File: src/hdl/gst_pkg.sv
// package with register map, field positions and reset values of the gated timer
package gst_pkg;
  // register indices, not byte offsets, so the byte address is index * 4
  localparam logic [11:0] GST_IDX_COUNT_CONTROL = 12'hF79;
  localparam logic [11:0] GST_IDX_OSC_CONTROL_TWO = 12'hF87;
  localparam logic [11:0] GST_IDX_GATE_CONTROL = 12'hF97;
  localparam logic [11:0] GST_IDX_COUNT_LOW = 12'hF7A;
  localparam logic [11:0] GST_IDX_COUNT_HIGH = 12'hF7B;
  localparam logic [11:0] GST_IDX_STATUS = 12'hF7C;
  localparam int GST_ADDR_W = 14;
  // count_control fields
  localparam int GST_CC_RUN = 0;
  localparam int GST_CC_WIDE = 1;
  localparam int GST_CC_SYNC = 2;
  localparam int GST_CC_OSCEN = 3;
  localparam int GST_CC_PS_LO = 4;
  localparam int GST_CC_CS_LO = 6;
  // gate_control fields
  localparam int GST_GC_SS_LO = 0;
  localparam int GST_GC_VAL = 2;
  localparam int GST_GC_GO = 3;
  localparam int GST_GC_SPM = 4;
  localparam int GST_GC_TM = 5;
  localparam int GST_GC_POL = 6;
  localparam int GST_GC_EN = 7;
  // oscillator_control_two fields
  localparam int GST_OC_PRI = 2;
  localparam int GST_OC_GO = 3;
  localparam int GST_OC_DRV = 4;
  localparam int GST_OC_RUN = 6;
  localparam logic [7:0] GST_OC_WMASK = 8'h1C;
  // status fields
  localparam int GST_ST_OVF = 0;
  localparam int GST_ST_GEV = 1;
  // reset values
  localparam logic [7:0] GST_CC_RST = 8'h00;
  localparam logic [7:0] GST_GC_RST = 8'h00;
  localparam logic [7:0] GST_OC_RST = 8'h14;
  // clock source encodings and last instruction divider count
  localparam logic [1:0] GST_CS_INSTR = 2'h0;
  localparam logic [1:0] GST_CS_SYS = 2'h1;
  localparam logic [1:0] GST_CS_EXT = 2'h2;
  localparam logic [1:0] GST_INSTR_DIV_LAST = 2'h3;
  // axi response codes
  localparam logic [1:0] GST_RESP_OKAY = 2'h0;
  localparam logic [1:0] GST_RESP_SLVERR = 2'h2;
endpackage

File: src/hdl/gst_timer.sv
// gated sixteen bit timer with axi4-lite register access
`timescale 1ns/1ps
module gst_timer
  import gst_pkg::*;
(
  // clock and reset
  input wire logic clk,
  input wire logic rst_n,
  // axi4-lite write channels
  input wire logic [GST_ADDR_W-1:0] s_axi_awaddr,
  input wire logic s_axi_awvalid,
  output logic s_axi_awready,
  input wire logic [31:0] s_axi_wdata,
  input wire logic [3:0] s_axi_wstrb,
  input wire logic s_axi_wvalid,
  output logic s_axi_wready,
  output logic [1:0] s_axi_bresp,
  output logic s_axi_bvalid,
  input wire logic s_axi_bready,
  // axi4-lite read channels
  input wire logic [GST_ADDR_W-1:0] s_axi_araddr,
  input wire logic s_axi_arvalid,
  output logic s_axi_arready,
  output logic [31:0] s_axi_rdata,
  output logic [1:0] s_axi_rresp,
  output logic s_axi_rvalid,
  input wire logic s_axi_rready,
  // count and gate sources, oscillator status inputs
  input wire logic externalCountInput,
  input wire logic secondaryOscClk,
  input wire logic gateInputPin,
  input wire logic companionMatch,
  input wire logic comparator1,
  input wire logic comparator2,
  input wire logic sysClkFromSecondary,
  input wire logic secondaryOscDigital,
  input wire logic secondaryOscRequest,
  // oscillator controls and overflow flag
  output logic secondaryOscDriveCfg,
  output logic secondaryOscEnable,
  output logic primaryDriveOn,
  output logic overflowFlag
);

  // register state
  logic [7:0] countCtl_r;
  logic [7:0] gateCtl_r;
  logic [7:0] oscCtl_r;
  logic [15:0] count_r;
  logic [7:0] highBuf_r;
  logic [2:0] prescale_r;
  logic [1:0] instrDiv_r;
  logic [1:0] extSync_r;
  logic extPrev_r;
  logic extArmed_r;
  logic gateSrc_r;
  logic toggleFf_r;
  logic goBit_r;
  logic spmEnable_r;
  logic gateLevel_r;
  logic ovf_r;
  logic gateEvent_r;
  // bus state
  logic awHeld_r;
  logic wHeld_r;
  logic [GST_ADDR_W-1:0] awAddr_r;
  logic [31:0] wData_r;
  logic [3:0] wStrb_r;
  logic bValid_r;
  logic rValid_r;
  logic [31:0] rData_r;
  logic [1:0] bResp_r;
  logic [1:0] rResp_r;
  logic secOscEn_r;
  logic [15:0] count_nxt;
  logic [7:0] highBuf_nxt;

  // word index of a byte address; the low two address bits are ignored
  function automatic logic [11:0] regIndex(input logic [GST_ADDR_W-1:0] a);
    return a[GST_ADDR_W-1:2];
  endfunction

  // write path decode
  wire doWrite = awHeld_r && wHeld_r && !bValid_r;
  wire [11:0] wIdx = regIndex(awAddr_r);
  wire wLane0 = wStrb_r[0];
  wire wrCc = doWrite && wLane0 && wIdx == GST_IDX_COUNT_CONTROL;
  wire wrGc = doWrite && wLane0 && wIdx == GST_IDX_GATE_CONTROL;
  wire wrOc = doWrite && wLane0 && wIdx == GST_IDX_OSC_CONTROL_TWO;
  wire wrLow = doWrite && wLane0 && wIdx == GST_IDX_COUNT_LOW;
  wire wrHigh = doWrite && wLane0 && wIdx == GST_IDX_COUNT_HIGH;
  wire wrSt = doWrite && wLane0 && wIdx == GST_IDX_STATUS;
  wire wMapped = wIdx == GST_IDX_COUNT_CONTROL || wIdx == GST_IDX_GATE_CONTROL ||
                 wIdx == GST_IDX_OSC_CONTROL_TWO || wIdx == GST_IDX_COUNT_LOW ||
                 wIdx == GST_IDX_COUNT_HIGH || wIdx == GST_IDX_STATUS;
  wire [7:0] wByte = wData_r[7:0];
  // read path decode
  wire doRead = s_axi_arvalid && !rValid_r;
  wire [11:0] rIdx = regIndex(s_axi_araddr);
  wire rdLow = doRead && rIdx == GST_IDX_COUNT_LOW;
  // control fields
  wire timerRun = countCtl_r[GST_CC_RUN];
  wire wideMode = countCtl_r[GST_CC_WIDE];
  wire syncBypass = countCtl_r[GST_CC_SYNC];
  wire oscInputEn = countCtl_r[GST_CC_OSCEN];
  wire [1:0] psSel = countCtl_r[GST_CC_PS_LO +: 2];
  wire [1:0] csSel = countCtl_r[GST_CC_CS_LO +: 2];
  wire [1:0] gssSel = gateCtl_r[GST_GC_SS_LO +: 2];
  // external source select; raw path skips the two-stage synchroniser
  wire extRaw = oscInputEn ? secondaryOscClk : externalCountInput;
  wire extLevel = syncBypass ? extRaw : extSync_r[1];
  wire extRise = extLevel && !extPrev_r;
  wire extFall = !extLevel && extPrev_r;
  // base tick per selected clock source
  wire srcTick = csSel == GST_CS_INSTR ? instrDiv_r == GST_INSTR_DIV_LAST :
                 csSel == GST_CS_SYS ? 1'b1 :
                 csSel == GST_CS_EXT ? extRise && extArmed_r : 1'b0;
  // gate source, polarity, toggle and single pulse chain
  wire gateSel = gssSel == 2'h0 ? gateInputPin : gssSel == 2'h1 ? companionMatch :
                 gssSel == 2'h2 ? comparator1 : comparator2;
  wire gatePol = gateCtl_r[GST_GC_POL] ? gateSel : !gateSel;
  wire gateRise = gatePol && !gateSrc_r;
  wire gateAfterTm = gateCtl_r[GST_GC_TM] ? toggleFf_r : gatePol;
  wire gateLive = gateCtl_r[GST_GC_SPM] ? (gateAfterTm && spmEnable_r) : gateAfterTm;
  wire gateOk = !gateCtl_r[GST_GC_EN] || gateLive;
  // prescaler divides source ticks by 1, 2, 4 or 8
  wire [2:0] psMask = 3'((4'h1 << psSel) - 4'h1);
  wire psTick = srcTick && ((prescale_r & psMask) == psMask);
  wire countTick = timerRun && gateOk && psTick;
  wire wrap = countTick && count_r == 16'hFFFF;

  // counter and high buffer next values, bus write beats the increment
  always_comb begin
    count_nxt = countTick ? 16'(count_r + 16'h0001) : count_r;
    highBuf_nxt = highBuf_r;
    if (wrLow) begin
      count_nxt[7:0] = wByte;
      if (wideMode) begin
        count_nxt[15:8] = highBuf_r;
      end
    end
    if (wrHigh) begin
      if (wideMode) begin
        highBuf_nxt = wByte;
      end else begin
        count_nxt[15:8] = wByte;
      end
    end
    if (rdLow && wideMode) begin
      highBuf_nxt = count_r[15:8];
    end
  end

  // counting datapath
  always_ff @(posedge clk or negedge rst_n) begin
    if (!rst_n) begin
      count_r <= 16'h0000;
      highBuf_r <= 8'h00;
      prescale_r <= 3'h0;
      instrDiv_r <= 2'h0;
      extSync_r <= 2'h0;
      extPrev_r <= 1'b0;
      extArmed_r <= 1'b0;
    end else begin
      count_r <= count_nxt;
      highBuf_r <= highBuf_nxt;
      instrDiv_r <= 2'(instrDiv_r + 2'h1);
      extSync_r <= {extSync_r[0], extRaw};
      extPrev_r <= extLevel;
      if (wrLow) begin
        prescale_r <= 3'h0;
      end else if (srcTick && timerRun && gateOk) begin
        prescale_r <= 3'(prescale_r + 3'h1);
      end
      // arm on first falling edge after counting starts
      if (!timerRun || csSel != GST_CS_EXT) begin
        extArmed_r <= 1'b0;
      end else if (extFall) begin
        extArmed_r <= 1'b1;
      end
    end
  end

  // gate state: toggle flip-flop, single pulse, live level and flags
  always_ff @(posedge clk or negedge rst_n) begin
    if (!rst_n) begin
      gateSrc_r <= 1'b0;
      toggleFf_r <= 1'b0;
      goBit_r <= 1'b0;
      spmEnable_r <= 1'b0;
      gateLevel_r <= 1'b0;
      ovf_r <= 1'b0;
      gateEvent_r <= 1'b0;
    end else begin
      gateSrc_r <= gatePol;
      gateLevel_r <= gateLive;
      if (!gateCtl_r[GST_GC_TM]) begin
        toggleFf_r <= 1'b0;
      end else if (gateRise) begin
        toggleFf_r <= !toggleFf_r;
      end
      // go arms acquisition; enable opens while the gate is active, closes on trailing edge
      if (!gateCtl_r[GST_GC_SPM]) begin
        goBit_r <= 1'b0;
        spmEnable_r <= 1'b0;
      end else if (wrGc && wByte[GST_GC_GO] && wByte[GST_GC_SPM]) begin
        goBit_r <= 1'b1;
      end else if (goBit_r && gateAfterTm && !spmEnable_r) begin
        spmEnable_r <= 1'b1;
      end else if (spmEnable_r && !gateAfterTm) begin
        spmEnable_r <= 1'b0;
        goBit_r <= 1'b0;
      end
      // flags: set wins over a write-one-to-clear in the same cycle
      if (wrap) begin
        ovf_r <= 1'b1;
      end else if (wrSt && wByte[GST_ST_OVF]) begin
        ovf_r <= 1'b0;
      end
      if (gateLevel_r && !gateLive) begin
        gateEvent_r <= 1'b1;
      end else if (wrSt && wByte[GST_ST_GEV]) begin
        gateEvent_r <= 1'b0;
      end
    end
  end

  // control registers; gate control should be written first by software
  always_ff @(posedge clk or negedge rst_n) begin
    if (!rst_n) begin
      countCtl_r <= GST_CC_RST;
      gateCtl_r <= GST_GC_RST;
      oscCtl_r <= GST_OC_RST;
      secOscEn_r <= 1'b0;
    end else begin
      if (wrCc) begin
        countCtl_r <= wByte;
      end
      if (wrGc) begin
        gateCtl_r <= wByte;
      end
      if (wrOc) begin
        oscCtl_r <= wByte & GST_OC_WMASK;
      end
      secOscEn_r <= secondaryOscRequest || (oscCtl_r[GST_OC_GO] && !secondaryOscDigital);
    end
  end

  // readback mux; acquire-go and gate level are live bits
  wire [7:0] gcRead = {gateCtl_r[7:4], goBit_r, gateLevel_r, gssSel};
  wire [7:0] ocRead = {1'b0, sysClkFromSecondary, 1'b0, oscCtl_r[4:2], 2'h0};
  wire [7:0] hiRead = wideMode ? highBuf_r : count_r[15:8];
  wire rMapped = rIdx == GST_IDX_COUNT_CONTROL || rIdx == GST_IDX_GATE_CONTROL ||
                 rIdx == GST_IDX_OSC_CONTROL_TWO || rIdx == GST_IDX_COUNT_LOW ||
                 rIdx == GST_IDX_COUNT_HIGH || rIdx == GST_IDX_STATUS;
  wire [7:0] rByte = rIdx == GST_IDX_COUNT_CONTROL ? countCtl_r :
                     rIdx == GST_IDX_GATE_CONTROL ? gcRead :
                     rIdx == GST_IDX_OSC_CONTROL_TWO ? ocRead :
                     rIdx == GST_IDX_COUNT_LOW ? count_r[7:0] :
                     rIdx == GST_IDX_COUNT_HIGH ? hiRead :
                     rIdx == GST_IDX_STATUS ? {6'h00, gateEvent_r, ovf_r} : 8'h00;

  // axi write channel: address and data taken independently, one response
  always_ff @(posedge clk or negedge rst_n) begin
    if (!rst_n) begin
      awHeld_r <= 1'b0;
      wHeld_r <= 1'b0;
      awAddr_r <= '0;
      wData_r <= 32'h00000000;
      wStrb_r <= 4'h0;
      bValid_r <= 1'b0;
      bResp_r <= GST_RESP_OKAY;
    end else begin
      if (s_axi_awvalid && !awHeld_r) begin
        awHeld_r <= 1'b1;
        awAddr_r <= s_axi_awaddr;
      end
      if (s_axi_wvalid && !wHeld_r) begin
        wHeld_r <= 1'b1;
        wData_r <= s_axi_wdata;
        wStrb_r <= s_axi_wstrb;
      end
      if (doWrite) begin
        bValid_r <= 1'b1;
        bResp_r <= wMapped ? GST_RESP_OKAY : GST_RESP_SLVERR;
      end else if (bValid_r && s_axi_bready) begin
        bValid_r <= 1'b0;
        awHeld_r <= 1'b0;
        wHeld_r <= 1'b0;
      end
    end
  end

  // axi read channel: address taken when no read data is pending
  always_ff @(posedge clk or negedge rst_n) begin
    if (!rst_n) begin
      rValid_r <= 1'b0;
      rData_r <= 32'h00000000;
      rResp_r <= GST_RESP_OKAY;
    end else if (doRead) begin
      rValid_r <= 1'b1;
      rData_r <= {24'h000000, rByte};
      rResp_r <= rMapped ? GST_RESP_OKAY : GST_RESP_SLVERR;
    end else if (rValid_r && s_axi_rready) begin
      rValid_r <= 1'b0;
    end
  end

  assign s_axi_awready = !awHeld_r;
  assign s_axi_wready = !wHeld_r;
  assign s_axi_bvalid = bValid_r;
  assign s_axi_bresp = bResp_r;
  assign s_axi_arready = !rValid_r;
  assign s_axi_rvalid = rValid_r;
  assign s_axi_rdata = rData_r;
  assign s_axi_rresp = rResp_r;
  assign secondaryOscDriveCfg = oscCtl_r[GST_OC_DRV];
  assign secondaryOscEnable = secOscEn_r;
  assign primaryDriveOn = oscCtl_r[GST_OC_PRI];
  assign overflowFlag = ovf_r;
endmodule

File: config.mk
export PLATFORM = sky130hd
export DESIGN_NAME = gst_timer
export DESIGN_NICKNAME = d
export VERILOG_FILES = /design/src/hdl/gst_pkg.sv /design/src/hdl/gst_timer.sv
export SDC_FILE = /design/constraint.sdc
export NUM_CORES = 1
export LEC_CHECK = 0
export ABC_AREA = 1
export BUFFER_PORTS_ARGS = -buffer_cell sky130_fd_sc_hd__buf_2
export CORE_MARGIN = 4
export CORE_UTILIZATION = 40
export CTS_BUF_LIST = sky130_fd_sc_hd__clkbuf_8 sky130_fd_sc_hd__clkbuf_16
export DETAILED_ROUTE_END_ITERATION = 16
export SLEW_MARGIN = 5
export SYNTH_ARGS = -nofsm -noshare
export SYNTH_HDL_FRONTEND = slang
export SYNTH_SLANG_ARGS = --single-unit
File: constraint.sdc
create_clock -name clk -period 1.79 [get_ports clk]
set_input_delay 0 -clock clk [delete_from_list [all_inputs] [get_ports clk]]
set_output_delay 0 -clock clk [all_outputs]
set_load 0.1 [all_outputs]
==> impl_metrics.env, run 1 <==
export IMPL_startpoint_type="flip-flop"
export IMPL_fin_util=0.540
export IMPL_clock_skew_final_ns=0.00777
export IMPL_worstPathRequired_ns=2.03
export IMPL_final_cells=1013
export IMPL_cp_data_arrival_time_ns=1.98
export IMPL_die_h_um=123
export IMPL_drv_cap=0
export IMPL_die_area_um2=15100
export IMPL_yosys_top_cells_area="dfrtp_1, nand2_1, inv_1"
export IMPL_yosys_register_bits=93
export IMPL_register_area_um2=2340
export IMPL_finalWirelength_mm=16.0
export IMPL_final_common_cell="nand2_1"
export IMPL_max_slew_worst_pin_slew_ns=0.589
export IMPL_p_leak_nw=3.44
export IMPL_status="completed"
export IMPL_drt_iter0_markers=445
export IMPL_grt_overflow=0
export IMPL_slew_headroom=0.604
export IMPL_grt_first_pass_wirelength_mm=25.5
export IMPL_power_density_nw_per_um2=1040
export IMPL_synth_cell_type_count=46
export IMPL_design_area_um2=6890
export IMPL_fin_crit_sh=0.971
export IMPL_final_cell_mix="nand2_1, dfrtp_1, inv_1"
export IMPL_syn_to_final_growth_pct=30.3
export IMPL_timing_fmax_ghz=0.575
export IMPL_rrSetupSlack_ns=0.05
export IMPL_ys_seq_area_frac=0.440
export IMPL_cts_buffer_depth=2
export IMPL_wl_per_cell_um=15.8
export IMPL_drv_slew=0
export IMPL_path_class="reg2reg"
export IMPL_async_flop_share=1.00
export IMPL_place_hpwl_mm=12.3
export IMPL_avgSynthCellArea_um2=7.71
export IMPL_htreeDepth=3
export IMPL_cts_tree="done"
export IMPL_crit_fanout=6
export IMPL_gp_congestion=1.02
export IMPL_num_antenna_cells=0
export IMPL_num_rows=41
export IMPL_power_total_w=0.00716
export IMPL_drc=0
export IMPL_multiInputGateArea_um2=2630
export IMPL_io_pins=125
export IMPL_synth_ff_type="dfrtp_1"
export IMPL_clock_root_buffer="clkbuf_16"
export IMPL_initial_core_util=0.414
export IMPL_synth_edf_count=0
export IMPL_ir_worst_vdd_mv=1.04
export IMPL_ant_nets=0
export IMPL_chipWidth_um=123
export IMPL_yosys_warnings=0
export IMPL_firstDrtPassIters=5
export IMPL_hold_class="in2reg"
export IMPL_cts_sinks=93
export IMPL_dp_cells=961
export IMPL_clk_latency_ns=0.35
export IMPL_cts_made_buffers=9
export IMPL_nNetsFinal=919
export IMPL_grt_pass1_vias=4971
export IMPL_cp_end_kind="flip-flop"
export IMPL_io_buffers=67
export IMPL_rsz0062_at_grt="yes"
export IMPL_yosysTopAreaCellShare=0.430
export IMPL_holdWs_ns=0.0516
export IMPL_finalSetupViolCount=0
export IMPL_period_needed_ns=1.74
export IMPL_viasPerCell=5.10
export IMPL_grtUsageTotal=0.219
export IMPL_synthCells=686
export IMPL_fillers=1191
export IMPL_hold_violations=0
export IMPL_dpl_cell_area_um2=6100
export IMPL_synth_area_um2=5290
export IMPL_antenna_found_initial=0
export IMPL_drive_gt1_frac=0.249
export IMPL_vias=5162
export IMPL_grt_max_degree=38
export IMPL_yosys_area_top_type="dfrtp_1"
export IMPL_core_um2=12800
export IMPL_clk_pin_slew_ns=0.07
## through the flow
step | TNS [ns] | setup WS [ns]
after detailed placement | -0.0957 | -0.0307
after CTS | 0 | 0.00289
final | 0 | 0.0514
after global routing | -0.335 | -0.0716
after global placement | 0 | 0.0129
after floorplan | -2.67 | -0.227
## synth_stat cells, drive strengths merged, types with 2 or more instances
library cell / instances
nor2: 53
dfstp: 2
nor4: 6
xor2: 12
o21ai: 51
mux2: 9
nor3: 17
nor3b: 2
a21oi: 26
inv: 85
or2: 5
nand3: 51
clkbuf: 8
nand2: 192
buf: 29
o211ai: 10
ha: 3
o31ai: 2
o2111ai: 2
dfrtp: 91
nand4: 22
## logic make-up after synthesis
family,after synthesis,share of synthesized area
other,1,0.000709
AND/OR/NAND/NOR,349,0.298
adder cells (fa/ha/maj),3,0.00709
flip-flops,93,0.440
multiplexers,10,0.0210
buffers and inverters,122,0.109
XOR/XNOR,13,0.0215
AO/OA/AOI/OAI,95,0.102
## cell type report
type	instances	share of cell area
Multi-Input combinational cell	496	0.382
Sequential cell	93	0.339
Timing Repair Buffer	151	0.157
Inverter	85	0.0492
Clock buffer	11	0.0367
Tap cell	172	0.0312
Clock inverter	5	0.00490
## critical path, stage by stage (launching register included)
cell     delay, ns
dfrtp_1       0.35
inv_1         0.05
or2_1         0.25
nor2_2        0.13
nand2_2       0.09
a21oi_4       0.21
nand3_4       0.15
buf_6         0.17
nand2_1       0.05
nand3_1       0.07
nand2_1       0.06
nand2_1       0.05
## metal layers
layer,vias to the layer above,routed length [µm],global-route usage,share of wire
met4,0,584,0.110,0.037
li1,2494,-,-,-
met5,-,0,0,0
met1,2463,6740,0.285,0.42
met2,177,7740,0.360,0.48
met3,28,911,0.0279,0.057
## path summary, 6_finish.rpt
kind                                           startpoint                  endpoint  cells after the start
worst max-delay path            countCtl_r[7]$_DFFE_PN0P_     count_r[13]$_DFF_PN0_                     11
worst min-delay path                        s_axi_arvalid  s_axi_rvalid$_DFFE_PN0P_                      4
worst max register to register  countCtl_r[7]$_DFFE_PN0P_     count_r[13]$_DFF_PN0_                     11
worst min register to register     extSync_r[0]$_DFF_PN0_    extSync_r[1]$_DFF_PN0_                      0
max in group asynchronous                           rst_n   awAddr_r[2]$_DFFE_PN0P_                      3
min in group asynchronous                           rst_n    extSync_r[1]$_DFF_PN0_                      2
## timing repair
item,4_1_cts,5_1_grt
pin swaps,1,12
gates resized for setup,3,40
endpoints found under the setup margin,16,27
setup buffers,0,5
hold endpoints to repair,62,0
hold buffers,31,0
cloned,0,0
## registers in the layout, summed over array words and instances (netlist names), 2 cells and up
name	flops
gateCtl_r	6
s_axi_rdata	8
awAddr_r	12
highBuf_r	8
instrDiv_r	2
oscCtl_r	3
extSync_r	2
prescale_r	3
wData_r	8
countCtl_r	8
count_r	16
## power by group
part	switching, W	internal, W
combinational	0.00167	0.000730
clock	0.000838	0.00102
sequential	0.000457	0.00244
No activity file was read; power rests on OpenSTA's default activity.
==> inputs of run 2 (changes only) <==
- MAX_ROUTING_LAYER: unset -> met4
- clock period: 1.79 -> 1.7 ns (I/O delays scaled with it)
==> run 2 against run 1 <==
  * The flow now finishes with violations (setup timing)
  * Maximum frequency grew 0.22%
  * Clock power about the same
  * Critical path depth did not move
  * Wire length rose by 3.7%
  * Sequential share of layout area shrank 0.73 points
  * Total power increased by 7.6%
  * Utilization rose by 1.2 points
  * Cell area increased by 2.2%
  * Non-clock buffer count increased by 16
  * Critical endpoint is now count_r[10]$_DFF_PN0_
  * Largest cell class unchanged
==> impl_metrics.env, run 2 (synthesis results as in run 1) <==
export IMPL_num_rows=41
export IMPL_finalSetupViolCount=9
export IMPL_status="finished, violations left"
export IMPL_crit_path_frequent_cell="nand2_1"
export IMPL_finalWirelength_mm=16.6
export IMPL_slew_headroom=0.658
export IMPL_switching_share=0.422
export IMPL_firstDrtPassIters=5
export IMPL_crit_fanout=6
export IMPL_grt_overflow=0
export IMPL_place_hpwl_mm=12.6
export IMPL_grt_pass1_vias=5091
export IMPL_drive_gt1_frac=0.275
export IMPL_nNetsFinal=935
export IMPL_grt_first_pass_wirelength_mm=26.1
export IMPL_clk_pin_slew_ns=0.07
export IMPL_power_density_nw_per_um2=1090
export IMPL_path_class="reg2reg"
export IMPL_viasPerCell=5.12
export IMPL_period_needed_ns=1.73
export IMPL_ir_worst_vdd_mv=1.27
export IMPL_power_frac_clock=0.245
export IMPL_core_um2=12800
export IMPL_p_leak_nw=3.53
export IMPL_final_common_cell="nand2_1"
export IMPL_vias=5268
export IMPL_timing_fmax_ghz=0.576
export IMPL_ant_nets=0
export IMPL_cp_top_family="simple AND/OR/NAND/NOR gates"
export IMPL_htreeDepth=3
export IMPL_die_h_um=123
export IMPL_hold_violations=0
export IMPL_io_buffers=67
export IMPL_dpl_cell_area_um2=6170
export IMPL_clock_skew_final_ns=0.0101
export IMPL_drv_slew=0
export IMPL_fin_crit_sh=1.02
export IMPL_tns_ns=-0.226
export IMPL_wl_per_cell_um=16.1
export IMPL_grt_max_degree=50
export IMPL_max_slew_worst_pin_slew_ns=0.509
export IMPL_final_cell_mix="nand2_1, dfrtp_1, inv_1"
export IMPL_timing_final_ws_setup_ns=-0.0348
export IMPL_die_area_um2=15100
export IMPL_rsz0062_at_grt="yes"
export IMPL_grtUsageTotal=0.233
export IMPL_power_total_w=0.00770
export IMPL_largest_register="count_r"
export IMPL_syn_to_final_growth_pct=33.1
export IMPL_intPower_w=0.00445
export IMPL_combinationalPowerShare=0.358
export IMPL_power_frac_seq=0.397
export IMPL_gp_congestion=0.957
export IMPL_clock_root_buffer="clkbuf_16"
export IMPL_crit_slowest_cell="dfrtp_1"
export IMPL_violations="setup timing"
export IMPL_worstPathRequired_ns=1.95
export IMPL_path_cells="inv_2 > or2_4 > nor2_4 > nand2_2 > nor4_4 > buf_6 > nand2_8 > o21ai_2 > inv_1 > nand2_1 > nand2_1"
export IMPL_drc=0
export IMPL_antenna_found_initial=0
export IMPL_io_pins=125
export IMPL_final_cells=1029
export IMPL_cp_data_arrival_time_ns=1.98
export IMPL_cpPeakStageDelay_ns=0.35
export IMPL_num_antenna_cells=0
export IMPL_clk_latency_ns=0.35
export IMPL_dp_cells=971
export IMPL_chipWidth_um=123
export IMPL_largestRegisters="count_r x16, awAddr_r x12"
export IMPL_drv_cap=0
export IMPL_cts_buffer_depth=2
export IMPL_initial_core_util=0.414
export IMPL_p_sw_w=0.00325
export IMPL_cts_sinks=93
export IMPL_preCtsSetupSlack_ns=-0.155
export IMPL_cts_made_buffers=9
export IMPL_hold_class="in2async"
export IMPL_largest_register_ffs=16
export IMPL_cp_end_kind="flip-flop"
export IMPL_worst_path_buf_inv=3
export IMPL_startpoint_type="flip-flop"
export IMPL_drt_iter0_markers=463
export IMPL_cts_tree="done"
export IMPL_design_area_um2=7040
==> run 2: changes by cell type in the layout (fill, tap and decap cells not counted), sizes merged <==
cell,delta
clkbuf,-2
inv,+1
buf,+16
clkinv,+1
==> run 2: worst paths after layout <==
kind / from / end / slack [ns] / cells after the start
worst max-delay path: awAddr_r[5]$_DFFE_PN0P_ / count_r[10]$_DFF_PN0_ / -0.03 / 11
worst min-delay path: rst_n / instrDiv_r[0]$_DFF_PN0_ / 0.05 / 2
worst max register to register: awAddr_r[5]$_DFFE_PN0P_ / count_r[10]$_DFF_PN0_ / -0.03 / 11
worst min register to register: extSync_r[0]$_DFF_PN0_ / extSync_r[1]$_DFF_PN0_ / 0.36 / 0
max in group asynchronous: rst_n / secondaryOscEnable$_DFF_PN0_ / 0.97 / 3
min in group clk: s_axi_arvalid / s_axi_rvalid$_DFFE_PN0P_ / 0.06 / 4
==> run 2: power by group through the flow <==
stage	combinational [W]	sequential [W]	clock [W]
final	0.00276	0.00305	0.00189
after global routing	0.00299	0.00308	0.00199
after CTS	0.00266	0.00303	0.00192
after detailed placement	0.00254	0.00307	0
after global placement	0.00253	0.00306	0
after floorplan	0.00154	0.00323	0
==> run 2: stage by stage <==
stage | util | hold slack (ns)
floorplan | - | -0.296
detailed placement | 0.483 | -0.137
global route | 0.551 | 0.0709
CTS | 0.537 | 0.00529
global placement | 0.483 | -0.144
finish | 0.551 | 0.0519
==> run 2: cell type report <==
class	count	area, µm²
well taps	172	215
flip-flops and latches	93	2340
multi-input cells	496	2690
inverters	85	344
clock buffers	9	225
fillers	1193	5730
repair buffers	167	1190
clock inverters	7	42.5
==> run 2: layer usage <==
metal / vias to the layer above / routed length [µm] / GRT usage
met2: 167 / 7930 / 0.367
li1: 2528 / - / -
met4: 0 / 539 / 0.102
met5: - / 0 / -
met1: 2544 / 7150 / 0.301
met3: 29 / 940 / 0.0339
==> run 2: timing repair <==
| item | CTS | global route |
|---|---|---|
| gates cloned | 0 | 0 |
| pin swaps | 9 | 12 |
| gates resized for setup | 26 | 34 |
| setup endpoints to repair | 19 | 40 |
| hold endpoints to repair | 119 | 0 |
| buffers inserted | 2 | 9 |
| hold buffers | 31 | 0 |
==> inputs of run 3 (changes only) <==
- clock period: 1.7 -> 1.77 ns (I/O delays scaled with it)
==> run 3 against run 2 <==
  * The flow now finishes without violations
  * Clock-buffer cell count is the same
  * Wire length shrank 1.7%
  * Maximum frequency grew 1.7%
  * Non-clock buffer count shrank 17
  * Global-route usage shrank 0.11 points
  * Combinational power shrank 11%
  * Utilization shrank 1.2 points
  * Register-to-register slack gained 0.10 ns
==> impl_metrics.env, run 3 (synthesis results as in run 1) <==
export IMPL_status="completed"
export IMPL_hold_violations=0
export IMPL_hp_start="s_axi_arvalid"
export IMPL_cts_tree="done"
export IMPL_drive_gt1_frac=0.243
export IMPL_syn_to_final_growth_pct=30.1
export IMPL_gp_congestion=0.945
export IMPL_die_h_um=123
export IMPL_nNetsFinal=918
export IMPL_largest_register_ffs=16
export IMPL_power_density_nw_per_um2=1100
export IMPL_viasPerCell=4.98
export IMPL_startpoint_type="flip-flop"
export IMPL_drv_cap=0
export IMPL_io_pins=125
export IMPL_drt_iter0_markers=358
export IMPL_wl_per_cell_um=16.1
export IMPL_place_hpwl_mm=12.2
export IMPL_path_class="reg2reg"
export IMPL_drv_slew=0
export IMPL_clock_skew_final_ns=0.0109
export IMPL_drc=0
export IMPL_rr_worst_depth=11
export IMPL_finalSetupViolCount=0
export IMPL_grtUsageTotal=0.232
export IMPL_cts_sinks=93
export IMPL_fin_crit_sh=0.963
export IMPL_clk_pin_slew_ns=0.07
export IMPL_vias=5037
export IMPL_rrSetupSlack_ns=0.06
export IMPL_cp_data_arrival_time_ns=1.96
export IMPL_clk_latency_ns=0.35
export IMPL_io_buffers=67
export IMPL_final_cell_mix="nand2_1, dfrtp_1, inv_1"
export IMPL_r2r_start="countCtl_r[3]$_DFFE_PN0P_"
export IMPL_chipWidth_um=123
export IMPL_clock_root_buffer="clkbuf_16"
export IMPL_final_cells=1012
export IMPL_tns_ns=0
export IMPL_period_needed_ns=1.71
export IMPL_num_antenna_cells=0
export IMPL_grt_max_degree=63
export IMPL_holdPathStages=4
export IMPL_p_leak_nw=3.46
export IMPL_grt_overflow=0
export IMPL_antenna_found_initial=0
export IMPL_core_um2=12800
export IMPL_final_common_cell="nand2_1"
export IMPL_ir_worst_vdd_mv=0.930
export IMPL_largest_register="count_r"
export IMPL_crit_fanout=5
export IMPL_worstPathRequired_ns=2.02
export IMPL_grt_pass1_vias=5042
export IMPL_grt_first_pass_wirelength_mm=26.2
export IMPL_die_area_um2=15100
export IMPL_r2r_end="count_r[12]$_DFF_PN0_"
export IMPL_hold_class="in2reg"
export IMPL_ant_nets=0
export IMPL_dp_cells=957
export IMPL_timing_fmax_ghz=0.586
export IMPL_initial_core_util=0.414
export IMPL_htreeDepth=3
export IMPL_cts_made_buffers=9
export IMPL_cp_end_kind="flip-flop"
export IMPL_finalWirelength_mm=16.3
export IMPL_largestRegisters="count_r x16, awAddr_r x12"
export IMPL_whs_endpoint="s_axi_rvalid$_DFFE_PN0P_"
export IMPL_firstDrtPassIters=4
export IMPL_rsz0062_at_grt="yes"
export IMPL_num_rows=41
export IMPL_cts_buffer_depth=2
[run 3: area by class of cell]
cell class                 count  area, µm²
tap                          172        215
fill                        1228       5890
clock inverter                 7       97.6
multi-input combinational    496       2610
timing repair buffer         150       1070
inverter                      85        334
sequential                    93       2340
clock buffer                   9        225
[run 3: routing by layer]
metal	up-vias	part of all wire	global-route usage
li1	2492	-	-
met1	2384	0.44	0.300
met2	142	0.50	0.382
met3	19	0.047	0.0311
met4	0	0.018	0.0699
met5	-	0	-
[run 3: how the worst max path moves through the flow]
stage	from	slack [ns]	to	cells after the start
after floorplan	s_axi_rvalid$_DFFE_PN0P_	-0.25	highBuf_r[0]$_DFFE_PN0P_	6
after global placement	gateCtl_r[0]$_DFFE_PN0P_	0.03	overflowFlag$_DFFE_PN0P_	11
after detailed placement	gateCtl_r[0]$_DFFE_PN0P_	-0.005	count_r[12]$_DFF_PN0_	13
after CTS	awAddr_r[4]$_DFFE_PN0P_	0.005	count_r[12]$_DFF_PN0_	9
after global routing	gateCtl_r[0]$_DFFE_PN0P_	-0.06	count_r[11]$_DFF_PN0_	13
final	countCtl_r[3]$_DFFE_PN0P_	0.06	count_r[12]$_DFF_PN0_	11
[run 3: through the flow]
step	area (µm²)	setup slack, ns	total power [W]	utilization	hold WS, ns
after floorplan	5430	-0.247	0.00457	-	-0.296
after global placement	6080	0.0346	0.00528	0.476	-0.0329
after detailed placement	6080	-0.00467	0.00530	0.476	-0.0266
after CTS	6710	0.00464	0.00749	0.525	0.0744
after global routing	6890	-0.0626	0.00792	0.539	0.0979
final	6890	0.0648	0.00755	0.539	0.0833
[run 3: worst max-delay path, cell delays in order (launching register included)]
cell and delay [ns]:
dfrtp_1 0.40, inv_2 0.08, nand2_4 0.06, a31oi_4 0.18
nand2_2 0.10, a21oi_4 0.22, nand3_4 0.13, buf_2 0.19
nand2_1 0.06, nand3_1 0.08, nand2_1 0.06, nand2_1 0.04
[run 3: repair_timing]
action                                 CTS  global route
endpoints found under the hold margin   59             0
pin swaps                                0            10
gates cloned                             0             1
setup buffers                            0             7
gates resized for setup                  2            32
hold buffers                            31             0
setup endpoints to repair                1            27
[run 3: power breakdown]
group          leakage [nW]  switching, W  internal [W]
clock network         0.152      0.000895       0.00124
registers              1.10      0.000488       0.00247
logic                  2.21       0.00172      0.000738
total                  3.46       0.00310       0.00445
